--- config.mk ---
export PLATFORM = sky130hd
export DESIGN_NAME = i2c_buffered_ack_control
export DESIGN_NICKNAME = d
export VERILOG_FILES = /design/src/i2c_buf_ack_pkg.sv /design/src/i2c_buffered_ack_control.sv
export SDC_FILE = /design/constraint.sdc
export NUM_CORES = 1
export LEC_CHECK = 0
export ABC_AREA = 1
export BUFFER_PORTS_ARGS = -buffer_cell sky130_fd_sc_hd__clkbuf_2
export CORE_MARGIN = 2
export CORE_UTILIZATION = 45
export CTS_BUF_LIST = sky130_fd_sc_hd__clkbuf_8
export DETAILED_ROUTE_END_ITERATION = 10
export PLACE_DENSITY = 0.73
export SYNTH_ARGS = -nofsm -noshare
export SYNTH_HDL_FRONTEND = slang
export SYNTH_SLANG_ARGS = --single-unit
export TNS_END_PERCENT = 1
--- constraint.sdc ---
create_clock -name i_clk_sys -period 2.17 [get_ports i_clk_sys]
set_clock_uncertainty 0.05 [all_clocks]
set_input_delay 0.1085 -clock i_clk_sys [delete_from_list [all_inputs] [get_ports i_clk_sys]]
set_output_delay 0.1085 -clock i_clk_sys [all_outputs]
set_load 0.01 [all_outputs]
--- src/i2c_buf_ack_pkg.sv ---
// constants, types and register map for the buffered acknowledge controller
package i2c_buf_ack_pkg;

  // ---------------------------------------------------------------
  // register map (byte addresses on the wishbone port)
  // ---------------------------------------------------------------
  localparam int          ADR_W       = 4;
  localparam logic [3:0]  CTRL_OFS    = 4'h0;
  localparam logic [3:0]  COUNT_OFS   = 4'h4;
  localparam logic [3:0]  STATUS_OFS  = 4'h8;

  // control register fields
  localparam int          CTRL_MODE_BIT  = 0;
  localparam int          CTRL_ACK_BIT   = 1;
  localparam int          CTRL_NACK_BIT  = 2;
  localparam int          CTRL_GCALL_BIT = 3;
  localparam logic [3:0]  CTRL_RST       = 4'h0;

  // transfer length register field and legal range
  localparam int          COUNT_W     = 7;
  localparam logic [6:0]  COUNT_RST   = 7'h01;
  localparam logic [6:0]  COUNT_MIN   = 7'h01;
  localparam logic [6:0]  COUNT_MAX   = 7'h44;

  // status register fields
  localparam int          STAT_STATE_LSB = 0;
  localparam int          STAT_ADDR_BIT  = 4;
  localparam int          STAT_ILL_BIT   = 5;
  localparam int          STAT_REM_LSB   = 8;
  localparam int          STAT_CODE_LSB  = 24;
  localparam logic [7:0]  CODE_IDLE      = 8'hF8;
  localparam logic [7:0]  CODE_ILLEGAL   = 8'hFC;

  // sequence state
  typedef enum logic [2:0] {
    ST_IDLE = 3'b000,
    ST_MTX  = 3'b001,
    ST_MRX  = 3'b010,
    ST_STX  = 3'b011,
    ST_SRX  = 3'b100
  } state_e;

  // control bits as software sees them
  typedef struct packed {
    logic general_call_enable;
    logic last_byte_nack_enable;
    logic assert_acknowledge;
    logic mode_buffered;
  } ctrl_s;

  // byte-level events from the serial engine, all one-cycle pulses
  typedef struct packed {
    logic master_start;
    logic master_read;
    logic own_addr;
    logic addr_read;
    logic byte_done;
    logic stop;
  } evt_s;

endpackage

--- src/i2c_buffered_ack_control.sv ---
// acknowledge and addressing control for buffered i2c sequences
//
// Functional notes
// master transmit sequence length equals byte_count
// master receive takes byte_count bytes, then ends
// nack-last clear: master receiver acks the final byte
// nack-last set: master receiver nacks the final byte
// ack-enable clear: own slave address is nacked
// ack-enable set: own slave address is acked
// slave transmit sequence length equals byte_count
// slave receive sequence length equals byte_count
// ack-enable clear: slave transmitter unaddressed after last byte
// ack-enable clear: slave receiver unaddressed after last byte
// ack-enable set: slave transmitter stays addressed throughout
// nack-last clear: slave receiver acks the final byte
// nack-last set: slave receiver nacks the final byte
// every byte acked except a nack-last final one
// byte_count must be 1..68, else flagged illegal
// early stop avoids final-byte nack, ends sequence
// counter loads byte_count at start, counts down
`timescale 1ns/1ps

module i2c_buffered_ack_control
  import i2c_buf_ack_pkg::*;
(
  input  wire logic              i_clk_sys,
  input  wire logic              i_resetn,
  input  wire logic              i_wb_cyc,
  input  wire logic              i_wb_stb,
  input  wire logic              i_wb_we,
  input  wire logic [ADR_W-1:0]  i_wb_adr,
  input  wire logic [3:0]        i_wb_sel,
  input  wire logic [31:0]       i_wb_dat,
  output logic      [31:0]       o_wb_dat,
  output logic                   o_wb_ack,
  input  wire evt_s              i_evt,
  output logic                   o_ack_drive,
  output logic                   o_addressed,
  output logic                   o_last_byte,
  output logic                   o_seq_done,
  output logic                   o_general_call_enable
);

  // ---------------------------------------------------------------
  // declarations
  // ---------------------------------------------------------------
  ctrl_s                ctrl_reg;
  logic [COUNT_W-1:0]   byte_count_reg;
  logic [COUNT_W-1:0]   remain_reg;
  logic [COUNT_W-1:0]   remain_next;
  state_e               state_reg;
  state_e               state_next;
  logic                 ack_reg;
  logic [31:0]          rdat_reg;
  logic                 ack_drive_reg;
  logic                 last_byte_reg;
  logic                 seq_done_reg;
  logic                 seq_done_next;
  logic                 wb_req;
  logic                 illegal_count;
  logic                 buffered;
  logic                 is_last;
  logic                 rx_state;

  // true when a byte count lies outside the legal range
  function automatic logic count_bad(input logic [COUNT_W-1:0] cnt);
    count_bad = (cnt < COUNT_MIN) || (cnt > COUNT_MAX);
  endfunction

  // ---------------------------------------------------------------
  // wishbone slave
  // ---------------------------------------------------------------
  // one wait state; ack drops the cycle after it was given
  assign wb_req = i_wb_cyc && i_wb_stb && !ack_reg;

  always_ff @(posedge i_clk_sys or negedge i_resetn) begin
    if (!i_resetn) begin
      ack_reg <= 1'b0;
    end else begin
      ack_reg <= wb_req;
    end
  end

  // control and length writes; only byte lane 0 holds bits
  // limitation: a write with sel[0] low is dropped, since the upper lanes hold nothing
  always_ff @(posedge i_clk_sys or negedge i_resetn) begin
    if (!i_resetn) begin
      ctrl_reg       <= ctrl_s'(CTRL_RST);
      byte_count_reg <= COUNT_RST;
    end else if (wb_req && i_wb_we && i_wb_sel[0]) begin
      if (i_wb_adr == CTRL_OFS) begin
        ctrl_reg.mode_buffered         <= i_wb_dat[CTRL_MODE_BIT];
        ctrl_reg.assert_acknowledge    <= i_wb_dat[CTRL_ACK_BIT];
        ctrl_reg.last_byte_nack_enable <= i_wb_dat[CTRL_NACK_BIT];
        ctrl_reg.general_call_enable   <= i_wb_dat[CTRL_GCALL_BIT];
      end
      if (i_wb_adr == COUNT_OFS) begin
        byte_count_reg <= i_wb_dat[COUNT_W-1:0];
      end
    end
  end

  // read data captured with the request; unmapped reads give zero
  always_ff @(posedge i_clk_sys or negedge i_resetn) begin
    if (!i_resetn) begin
      rdat_reg <= 32'h0000_0000;
    end else if (wb_req) begin
      rdat_reg <= 32'h0000_0000;
      unique case (i_wb_adr)
        CTRL_OFS: begin
          rdat_reg[3:0] <= ctrl_reg;
        end
        COUNT_OFS: begin
          rdat_reg[COUNT_W-1:0] <= byte_count_reg;
        end
        STATUS_OFS: begin
          rdat_reg[STAT_STATE_LSB +: 3]       <= state_reg;
          rdat_reg[STAT_ADDR_BIT]             <= o_addressed;
          rdat_reg[STAT_ILL_BIT]              <= illegal_count;
          rdat_reg[STAT_REM_LSB +: COUNT_W]   <= remain_reg;
          rdat_reg[STAT_CODE_LSB +: 8]        <= illegal_count ? CODE_ILLEGAL : CODE_IDLE;
        end
        default: begin
          rdat_reg <= 32'h0000_0000;
        end
      endcase
    end
  end

  assign o_wb_ack              = ack_reg;
  assign o_wb_dat              = rdat_reg;
  assign o_general_call_enable = ctrl_reg.general_call_enable;

  // ---------------------------------------------------------------
  // sequence state and byte counter
  // ---------------------------------------------------------------
  // an illegal count refuses new sequences rather than guessing a length
  assign illegal_count = count_bad(byte_count_reg);
  assign buffered      = ctrl_reg.mode_buffered && !illegal_count;
  assign is_last       = (remain_reg == COUNT_MIN);
  assign rx_state      = (state_reg == ST_MRX) || (state_reg == ST_SRX);

  always_comb begin
    state_next    = state_reg;
    remain_next   = remain_reg;
    seq_done_next = 1'b0;
    if (i_evt.stop) begin
      // stop ends any sequence, so no final nack is ever sent early
      state_next  = ST_IDLE;
      remain_next = '0;
    end else begin
      unique case (state_reg)
        ST_IDLE: begin
          if (buffered && i_evt.master_start) begin
            state_next  = i_evt.master_read ? ST_MRX : ST_MTX;
            remain_next = byte_count_reg;
          end else if (buffered && i_evt.own_addr &&
                       ctrl_reg.assert_acknowledge) begin
            state_next  = i_evt.addr_read ? ST_STX : ST_SRX;
            remain_next = byte_count_reg;
          end
        end
        ST_MTX, ST_MRX: begin
          if (i_evt.byte_done) begin
            remain_next = remain_reg - 7'h01;
            if (is_last) begin
              state_next    = ST_IDLE;
              seq_done_next = 1'b1;
            end
          end
        end
        ST_STX, ST_SRX: begin
          if (i_evt.byte_done) begin
            remain_next = remain_reg - 7'h01;
            if (is_last) begin
              seq_done_next = 1'b1;
              if (ctrl_reg.assert_acknowledge) begin
                remain_next = byte_count_reg;
              end else begin
                state_next  = ST_IDLE;
              end
            end
          end
        end
        default: begin
          state_next  = ST_IDLE;
          remain_next = '0;
        end
      endcase
    end
  end

  always_ff @(posedge i_clk_sys or negedge i_resetn) begin
    if (!i_resetn) begin
      state_reg    <= ST_IDLE;
      remain_reg   <= '0;
      seq_done_reg <= 1'b0;
    end else begin
      state_reg    <= state_next;
      remain_reg   <= remain_next;
      seq_done_reg <= seq_done_next;
    end
  end

  // ---------------------------------------------------------------
  // acknowledge value for the slot after the current byte
  // ---------------------------------------------------------------
  // engine samples this one cycle after own_addr or byte_done
  always_ff @(posedge i_clk_sys or negedge i_resetn) begin
    if (!i_resetn) begin
      ack_drive_reg <= 1'b0;
    end else if (i_evt.stop) begin
      ack_drive_reg <= 1'b0;
    end else if (state_reg == ST_IDLE && i_evt.own_addr) begin
      ack_drive_reg <= ctrl_reg.assert_acknowledge && buffered;
    end else if (rx_state && i_evt.byte_done) begin
      // the ack enable bit has no say here, only nack-last on the counted end
      ack_drive_reg <= !(is_last && ctrl_reg.last_byte_nack_enable);
    end
  end

  // last-byte flag lets the engine stage the final byte
  always_ff @(posedge i_clk_sys or negedge i_resetn) begin
    if (!i_resetn) begin
      last_byte_reg <= 1'b0;
    end else begin
      last_byte_reg <= (state_next != ST_IDLE) && (remain_next == COUNT_MIN);
    end
  end

  assign o_ack_drive = ack_drive_reg;
  assign o_last_byte = last_byte_reg;
  assign o_seq_done  = seq_done_reg;
  assign o_addressed = (state_reg == ST_STX) || (state_reg == ST_SRX);
endmodule // i2c_buffered_ack_control

==> results of run 1 <==
through the flow:
step | power, uW | setup TNS, ns | util | setup slack [ns]
final | 1653 | 0 | 0.5590 | 0.05324
after global routing | 1737 | -0.1211 | 0.5590 | -0.1211
after CTS | 1646 | 0 | 0.5405 | 0.06046
after detailed placement | 1020 | 0 | 0.5118 | 0.08485
after global placement | 1015 | 0 | 0.5118 | 0.1103
after floorplan | 958.2 | 0 | - | 0.3980
repair_timing:
| action | CTS | global route |
|---|---|---|
| setup endpoints to repair | 0 | 1 |
| hold endpoints to repair | 24 | 0 |
| hold buffers | 4 | 0 |
| buffers inserted | 0 | 10 |
| gates resized for setup | 0 | 8 |
power by group through the flow:
stage	combinational [uW]	sequential (uW)	clock, uW
3_5_place_dp	185	834	0
5_1_grt	239	824	674
2_1_floorplan	130	828	0
3_3_place_gp	182	833	0
6_report	211	820	622
4_1_cts	192	819	635
worst paths after layout:
kind | start | to | slack [ns]
worst max-delay path | byte_count_reg[3] | o_last_byte | 0.05
worst min-delay path | i_wb_dat[4] | byte_count_reg[4] | 0.007
worst max register to register | byte_count_reg[3] | o_last_byte | 0.05
worst min register to register | o_wb_dat[13] | o_wb_dat[13] | 0.43
max in group asynchronous | i_resetn | o_wb_dat[9] | 1.14
min in group asynchronous | i_resetn | ctrl_reg[0] | 0.26
metal layers:
metal,track usage,wire length [um],part of all wire,vias to the layer above
met5,0,0,0,-
met1,0.2574,2616,0.45,1135
met4,0.05965,91,0.016,0
li1,-,-,-,1192
met3,0.03448,315,0.054,7
met2,0.3448,2846,0.48,75
cell families after synthesis:
family | synth area share
flops | 0.4130
simple gates | 0.2877
buf+inv | 0.1323
fa+ha+maj | 0.01006
other cells | 0.001508
xor+xnor | 0.01760
compound gates | 0.1378
cells in the mapped netlist, types with 2 or more instances:
master / n
o21ai_0: 34
o22ai_1: 5
or2_2: 2
buf_4: 17
clkbuf_1: 3
a21oi_1: 5
ha_1: 2
nor2_1: 29
inv_1: 42
inv_2: 3
clkinv_1: 2
o211ai_1: 3
nor3_1: 6
nand2_1: 92
dfrtp_1: 40
xor2_1: 4
nand3_1: 25
nand4_1: 3
a221oi_1: 3
worst max-delay path, stage by stage, from the launching register on:
cell and delay (ns):
dfrtp_1 0.42, inv_2 0.08, nand2_1 0.05, nor2_1 0.14, nand2_1 0.12, nand2_1 0.08
nand4_1 0.19, o21ai_4 0.30, buf_4 0.16, nand2_1 0.04, nand3_1 0.07, nand2_1 0.06
nand2_1 0.08, nor2_1 0.06, nand2_1 0.08, nor2_2 0.03
cell type report:
cell class                 count  area [sq um]
multi-input combinational    239          1197
clock inverter                 3         46.29
tap                           72         90.09
inverter                      47         176.4
timing repair buffer          70         415.4
sequential                    41          1027
fill                         516          2384
clock buffer                   5         68.82
==> results, run 1 <==
- The run finished with clean final reports.
- The clock net in this run drives a total of 41 sinks.
- The number of flip-flops in the largest register is 16.
- The placed wire-length estimate is 4.432 mm.
- The portion of the clock cycle consumed by the worst path in the final layout is 0.9755.
- The cell count after synthesis is 339.
- Before antenna repair, the detailed router went through 4 iterations.
- In this run the tightest slew margin relative to its limit is 0.6488.
- The most common flop cell mapped by yosys is dfrtp_1.
- The analysis attributes to net switching a power of 434.8 uW.
- The internal portion of the total power is 1218 uW.
- The critical path data required time is 2.31 ns.
- 89 I/O pins were placed.
- For this run, asynchronously set or reset flops after synthesis account for 1.000.
- Setup repair after global routing could not meet its margin everywhere.
- The layout cell share with drive strength beyond 1 is 0.2370.
- For this run, the number of standard cells in the final layout without fillers is 477.
- The achievable clock frequency is 472.4 MHz.
- The area of the mapped netlist is 2487 sq um.
- Compared with the post-synthesis result, the final layout area differs by 21.48%.
- Summed over all instances, the cell type with the most area after synthesis is dfrtp_1.
- The post-detailed-route count of antenna-violating nets is 0.
- The switching part of the total is 0.2630.
- The count of H-tree levels built during CTS is 2.
- The part of the total power dissipated in combinational logic is 0.128.
- The largest net degree at the start of global routing is 22.
- The leakage power is 0.001695 uW.
- For this configuration, the core starts out at a cell density of 0.4602.
- The share of total power dissipated in sequential elements is 0.496.
- The die is 78.35 um wide.
- The nature of the critical path endpoint is a register.
- Power spread over the standard cell area amounts to 547.1 nW/um^2.
- The buffer type at the clock tree root is clkbuf_8.
- The clock share of power is 0.376.
- The count of synthesis-stage warnings from yosys is 0.
- The worst hold path passes through 3 cells.
- The initial antenna violation count is 0.
- The library cell used most frequently in the layout, excluding fill and tap cells, is nand2_1.
- The data arrival time of the worst path is 2.26 ns.
- In the layout the commonest cells are 90 x nand2_1, 48 x clkbuf_2, 41 x inv_1, 40 x dfrtp_1, 34 x o21ai_0.
- The number of clock buffers inserted by TritonCTS is 5.
- The total overflow reported by the global router is 0.
- The number of enable-type register cells in the synthesized netlist is 0.
- The final RePlAce weighted congestion is 0.9276.
- The number of global-route vias before repair came to 2172.
- By area the synthesized netlist is led by dfrtp_1 40%, nand2_1 14%, o21ai_0 6.8%, inv_1 6.3%, buf_4 5.1%.
- The final net count is 457.
- The area of the placeable core is 5405 sq um.
- The height of the chip is 78.35 um.
- The first global-routing pass estimated 9.770 mm of wire.
- The number of distinct library cell variants in the gate-level netlist after synthesis is 38.
- The final critical path time including I/O delays and setup is 2.117 ns.
- The average wire per standard cell is 12.30 um.
- Clock-pin slew was measured on the worst setup and hold paths at 0.09 ns.
- The detailed router finished its first iteration with 145 violations.
- The number of placement rows is 27.
- For the worst flop-to-flop path, the logic depth is 15.
- The min-delay analysis places its worst path in the category primary input to register.
- The share of the Yosys chip area taken by registers is 0.4130.
- The number of hold violations in the final report came to 0.
- The transition time of the tightest slew-check pin is 0.5268 ns.
- Once placement completed, the tool counted placed cells totaling 455.
- The number of endpoints failing setup at the final stage is 0.
- The type of the worst setup path is register to register.
- The largest voltage drop on the vdd net is 351.1 uV.
- Summed over all layers, the routed wires come to 5.869 mm.
- The largest fanout of any net on the critical path is 7.
- The number of max-slew violations in the final report is 0.
- The number of diodes added for antenna fixing is 0.
- The DRC violation count after routing is 0.
- The aggregate global-route resource usage is 0.1999.
- The detail-routed via count per cell is 5.050.
- The later-pin clock latency in the skew report is 0.30 ns.
- The tightest hold path in the finished design has a slack of 0.007361 ns.
- The portion of synthesized cell area occupied by the leading cell type is 0.4024.
- No sink is reached through more buffers than the 2 on the longest clock path.
- The critical path launch point type is a register.
- The routed layout has 2409 vias.
- The placed standard-cell area is 2766 sq um.
- The max capacitance violation total is 0.
- The die covers 6138 sq um.
- The final design instance area without fill is 3022 sq um.
- The post-synthesis area per instance is 7.337 sq um.
- Synthesis inferred 41 register bits.
- The number of input and output port buffers inserted is 48.
- The clock tree from TritonCTS is built.
Note: power is estimated with default switching activity, not from simulation.
==> run 2: changes to the inputs <==
clock period = 2.7 ns   (was 2.17 ns; I/O delays follow)
==> results, run 2 (same netlist as run 1, synthesis figures left out) <==
- The number of placed cells counting well taps came to 449 (-1.3%).
- The count of pins on the block boundary is 89 (unchanged).
- From synthesis to final layout, the design area changed by 13.88%.
- The total setup buffers inserted after CTS came to 0 (unchanged).
- TritonCTS built the clock tree.
- The number of sinks driven by the clock tree is 41 (unchanged).
- The slack of the worst reg-to-reg path came to 0.51 ns (+0.45 ns).
- The worst setup path is captured at a register.
- The most common cell after layout, fill and taps aside is nand2_1.
- The wire length of the first global-routing pass is 9.418 mm (-3.6%).
- The max capacitance violation total is 0 (unchanged).
- The initial core utilization came to 0.4602 (unchanged).
- The placed wire-length estimate is 4.368 mm (-1.4%).
- The power density normalized to cell area is 438.7 nW/um^2 (-20%).
- The count of H-tree levels built during CTS is 2 (unchanged).
- The final-layout worst hold slack was 0.002915 ns (-0.004446 ns).
- The worst setup path is launched from a register.
- The portion of the clock cycle consumed by the worst path in the final layout was 0.8123 (-0.1631).
- The area of the placeable core is 5405 sq um (unchanged).
- The number of iterations in the first detailed-routing pass is 4 (unchanged).
- The library cells used most frequently in the layout, excluding fill and tap cells, are 92 x nand2_1, 48 x clkbuf_2, 42 x inv_1, 40 x dfrtp_1, 34 x o21ai_0.
- The number of flip-flops in the largest register came to 16 (unchanged).
- The wire length reported by the detailed router came to 5.754 mm (-2.0%).
- The clock input transition at the sequential cells of the worst setup and hold paths is 0.08 ns (about the same).
- Setup repair after global routing left no endpoint under its margin.
- The critical path data required time came to 2.88 ns (+0.57 ns).
- The capture point of the worst reg-to-reg path is o_last_byte.
- Clock tree synthesis selected as its root buffer the cell clkbuf_8.
- The transition time of the tightest slew-check pin came to 1.017 ns (+0.4907 ns).
- The worst hold path belongs to the class primary input to register.
- The total overflow reported by the global router is 0 (unchanged).
- The number of cells traversed by the worst hold path is 3 (unchanged).
- The number of max-slew violations in the final report was 0 (unchanged).
- The number of endpoints failing setup at the final stage is 0 (unchanged).
- The final RePlAce weighted congestion came to 0.8729 (-5.9%).
- The aggregate global-route resource usage is 0.1955 (-0.004372).
- The worst min-delay path startpoint is i_wb_dat[0].
- The overall via count from detail_route is 2278 (-5.4%).
- The number of hold violations in the final report is 0 (unchanged).
- The layout cell share with drive strength beyond 1 is 0.1891 (-0.04792).
- The post-cts hold buffer count is 1 (-3).
- The tightest slew margin relative to the limit came to 0.3217 (-0.3271).
- The DRC violation count after routing is 0 (unchanged).
- The number of diodes added for antenna fixing is 0 (unchanged).
- The end point of the most critical hold path is byte_count_reg[0].
- The largest net degree at the start of global routing is 42 (+91%).
- The die outline area came to 6138 sq um (unchanged).
- The average wire per standard cell came to 12.56 um (+2.1%).
- The filler-free cell count of the finished design is 458 (-4.0%).
- The achievable clock frequency is 455.9 MHz (-3.5%).
- The largest fanout of any net on the critical path is 10 (+3).
- The data arrival time of the worst path is 2.37 ns (+0.11 ns).
- The number of clock buffers inserted by TritonCTS is 5 (unchanged).
- The detail-routed via count per cell is 4.974 (-1.5%).
- The number of gates given a new drive strength after cts is 0 (unchanged).
- The final critical path time including I/O delays and setup is 2.193 ns (+0.07653 ns).
- The number of cell instances on the worst register-to-register path is 15 (unchanged).
- The initial detailed-routing violation count is 171 (+18%).
- The number of placement rows was 27 (unchanged).
- The number of input and output port buffers inserted was 48 (unchanged).
- The largest voltage drop on the vdd net is 199.8 uV (-43%).
- The critical path is of the register to register type.
- The die boundary width came to 78.35 um (unchanged).
- The final net count is 438 (-4.2%).
- The run finished with clean final reports.
- The leakage power is 0.001602 uW (-5.5%).
- The initial antenna violation count is 0 (unchanged).
- The origin of the critical flop-to-flop path is byte_count_reg[3].
- The post-detailed-route count of antenna-violating nets is 0 (unchanged).
- The number of buffers between clock root and the deepest sink is 2 (unchanged).
- The later-pin clock latency in the skew report is 0.29 ns (about the same).
- The number of global-route vias before repair came to 2056 (-5.3%).
- The total negative setup slack was 0 ns (unchanged).
- The height of the chip was 78.35 um (unchanged).
## run 2: worst max path at each step
stage	startpoint	endpoint	slack (ns)
2_1_floorplan	byte_count_reg[0]	o_last_byte	0.93
3_3_place_gp	byte_count_reg[3]	o_last_byte	0.62
3_5_place_dp	byte_count_reg[3]	o_last_byte	0.56
4_1_cts	byte_count_reg[3]	o_last_byte	0.51
5_1_grt	byte_count_reg[3]	o_last_byte	0.33
6_report	byte_count_reg[3]	o_last_byte	0.51
## run 2: final cells by class
| cell class | instances | area, sq um |
|---|---|---|
| Tap cell | 72 | 90.09 |
| Clock inverter | 1 | 5.005 |
| Fill cell | 525 | 2572 |
| Timing Repair Buffer | 51 | 265.3 |
| Sequential cell | 41 | 1027 |
| Inverter | 47 | 176.4 |
| Multi-Input combinational cell | 239 | 1172 |
| Clock buffer | 7 | 96.34 |
## run 2: routing by layer
layer  track usage  wire length, um
met4       0.06842               81
met2        0.3250             2745
met3       0.04828              310
met5             0                0
met1        0.2483             2616
## run 2: worst max-delay path, stage by stage, from the launching register on
cell,delay [ns]
dfrtp_1,0.41
inv_2,0.09
nand2_1,0.07
nor2_1,0.12
nand2_1,0.11
a21oi_4,0.25
nand3_4,0.21
o21ai_4,0.17
nand2_1,0.09
nand3_1,0.08
nand2_1,0.07
inv_1,0.08
nand2_1,0.06
nor2_1,0.10
nand2_1,0.08
nor2_2,0.08
## run 2: where the power goes
part / internal (uW) / switching, uW
Sequential: 636 / 24.3
Combinational: 49.1 / 95.2
Clock: 231 / 207
Total: 916 / 327
## run 2: per-stage QoR
step	setup WS [ns]	utilization	total power, uW	cell area [sq um]
detailed placement	0.5632	0.5035	814.9	2721
floorplan	0.9280	-	770.1	2529
global placement	0.6198	0.5035	811.1	2721
CTS	0.5061	0.5241	1255	2833
global route	0.3291	0.5241	1312	2833
finish	0.5067	0.5241	1243	2833
==> run 3: changes to the inputs <==
PLACE_DENSITY = 0.76   (was 0.73)
clock period = 2 ns   (was 2.7 ns; I/O delays follow)
==> results, run 3 (same netlist as run 1, synthesis figures left out) <==
- The number of iterations in the first detailed-routing pass is 5 (+1).
- The final net count is 471 (+7.5%).
- In the layout the commonest cells are 86 x nand2_1, 48 x clkbuf_2, 42 x inv_1, 40 x dfrtp_1, 32 x o21ai_0.
- The final critical path time including I/O delays and setup came to 2.043 ns (-0.1502 ns).
- The post-detailed-route count of antenna-violating nets is 0 (unchanged).
- The tightest slew margin relative to the limit is 0.6476 (+0.3259).
- The placed wire-length estimate is 4.697 mm (+7.5%).
- The largest voltage drop on the vdd net is 297.7 uV (+49%).
- In this design, the critical path's most frequently occurring cell is nand2_1.
- The largest net degree at the start of global routing is 42 (unchanged).
- The initial detailed-routing violation count is 165 (-3.5%).
- The max capacitance violation total came to 0 (unchanged).
- The placed standard-cell area is 2944 sq um (+8.2%).
- The count of pins on the block boundary is 89 (unchanged).
- The final RePlAce weighted congestion is 0.9378 (+7.4%).
- The initial antenna violation count was 0 (unchanged).
- The final worst setup slack is -0.04311 ns (-0.5498 ns).
- The power density normalized to cell area was 540.7 nW/um^2 (+23%).
- The data arrival time of the worst path is 2.24 ns (-0.13 ns).
- The number of buffers between clock root and the deepest sink was 2 (unchanged).
- The cell sitting at the root of the clock tree is a clkbuf_8.
- The clock tree from TritonCTS is built.
- The largest fanout of any net on the critical path is 8 (-2).
- The clock input transition at the sequential cells of the worst setup and hold paths is 0.08 ns (about the same).
- The total overflow reported by the global router came to 0 (unchanged).
- The overall via count from detail_route is 2519 (+11%).
- The number of fillers in the final layout is 515 (-1.9%).
- The leakage power is 0.001774 uW (+11%).
- The number of clock buffers inserted by TritonCTS is 5 (unchanged).
- The later-pin clock latency in the skew report is 0.30 ns (about the same).
- The initial core utilization came to 0.4602 (unchanged).
- Setup repair after global routing could not meet its margin everywhere.
- The layout cell share with drive strength beyond 1 was 0.2697 (+0.08057).
- The number of max-slew violations in the final report is 0 (unchanged).
- The most common cell after layout, fill and taps aside is nand2_1.
- The area taken by multi-input logic gates was 1205 sq um (+2.8%).
- The transition time of the tightest slew-check pin is 0.5286 ns (-0.4889 ns).
- The critical path data required time is 2.19 ns (-0.69 ns).
- The type of the worst setup path is register to register.
- The critical path launch point type is a register.
- The number of global-route vias before repair was 2404 (+17%).
- The die boundary width came to 78.35 um (unchanged).
- The number of endpoints failing setup at the final stage is 1 (+1).
- The slowest stage of the critical path is the dfrtp_1 cell.
- The area of the placeable core came to 5405 sq um (unchanged).
- The DRC violation count after routing was 0 (unchanged).
- The final reports fail on negative setup slack.
- The number of flip-flops in the largest register is 16 (unchanged).
- The average wire per standard cell came to 12.70 um (+1.1%).
- The aggregate global-route resource usage is 0.2185 (+0.02295).
- The wire length of the first global-routing pass is 10.66 mm (+13%).
- The die outline area is 6138 sq um (unchanged).
- The nature of the critical path endpoint is a register.
- The number of diodes added for antenna fixing came to 0 (unchanged).
- The final design instance area without fill was 3124 sq um (+10%).
- The number of hold violations in the final report is 0 (unchanged).
- Walking the worst path, the cells encountered are inv_2 -> nand2_2 -> nor2_2 -> nand2_2 -> nand2_1 -> nand4_1 -> o21ai_4 -> nand2_1 -> nand3_1 -> nand2_1 -> inv_2 -> nand2_1 -> nor2_1 -> nand2_1 -> nor2_2.
- The longest individual stage delay on the worst path is 0.40 ns (about the same).
- The detail-routed via count per cell came to 5.130 (+3.1%).
- The achievable clock frequency is 489.4 MHz (+7.4%).
- The flow ran to the end, but the final reports show violations.
- The number of placement rows is 27 (unchanged).
- The number of input and output port buffers inserted is 48 (unchanged).
- The count of H-tree levels built during CTS came to 2 (unchanged).
- The height of the chip was 78.35 um (unchanged).
- The path type of the worst min-delay path is primary input to register.
- The portion of the clock cycle consumed by the worst path in the final layout is 1.022 (+0.2092).
- The total negative setup slack was -0.04311 ns (-0.04311 ns).
- The synthesis-to-layout area growth is 25.60%.
- The wire length reported by the detailed router is 6.236 mm (+8.4%).
- The number of sinks driven by the clock tree was 41 (unchanged).
- The area occupied by registers came to 1027 sq um (unchanged).
[run 3: worst max-delay path: cells and delay by family (launching register included)]
family | cells | cell delay (ns)
flip-flops | 1 | 0.40
AO/OA/AOI/OAI | 1 | 0.31
AND/OR/NAND/NOR | 12 | 1.10
buffers and inverters | 2 | 0.14
[run 3: stage by stage]
stage	setup WS, ns	power [uW]	util	cells	hold WS, ns
final	-0.04311	1689	0.5780	491	0.006285
after global routing	-0.2177	1768	0.5780	491	0.02944
after CTS	-0.002455	1705	0.5729	491	0.007683
after detailed placement	-0.03383	1135	0.5447	477	0.1557
after global placement	0.01762	1129	0.5447	477	0.1363
after floorplan	0.2280	1040	-	350	-0.2456
[run 3: timing repair]
item	CTS	global route
hold endpoints to repair	46	0
hold buffers	5	0
gates resized for setup	3	12
pin swaps	1	5
buffers inserted	1	0
setup endpoints to repair	1	5
[run 3: power breakdown]
part / total (uW) / internal [uW] / leakage [uW] / switching (uW)
combinational: 255 / 103 / 0.00117 / 152
clock: 553 / 271 / 0.0000538 / 282
sequential: 881 / 858 / 0.000550 / 22.5
total: 1690 / 1230 / 0.00177 / 457
[run 3: per-layer routing]
layer / share of wire / track usage / wire length, um
met1: 0.44 / 0.2804 / 2757
met2: 0.49 / 0.3733 / 3073
met3: 0.048 / 0.02644 / 298
met4: 0.017 / 0.09123 / 106
met5: 0 / 0 / 0
[run 3: worst paths after layout]
path                                   start      endpoint  depth (start not counted)  slack (ns)
max reg2reg                byte_count_reg[4]   o_last_byte                         15       -0.04
min in group asynchronous           i_resetn   ctrl_reg[0]                          3        0.35
max in group asynchronous           i_resetn  o_wb_dat[14]                          3        1.17
max                        byte_count_reg[4]   o_last_byte                         15       -0.04
min reg2reg                     o_wb_dat[26]  o_wb_dat[26]                          2        0.43
min                              i_wb_dat[1]   ctrl_reg[1]                          3       0.006
[run 3: final cells by class]
type | count | share of cell area
tap | 72 | 0.02883
multi-input combinational | 239 | 0.3857
inverter | 47 | 0.05647
clock inverter | 2 | 0.002403
sequential | 41 | 0.3288
timing repair buffer | 84 | 0.1714
clock buffer | 6 | 0.02643
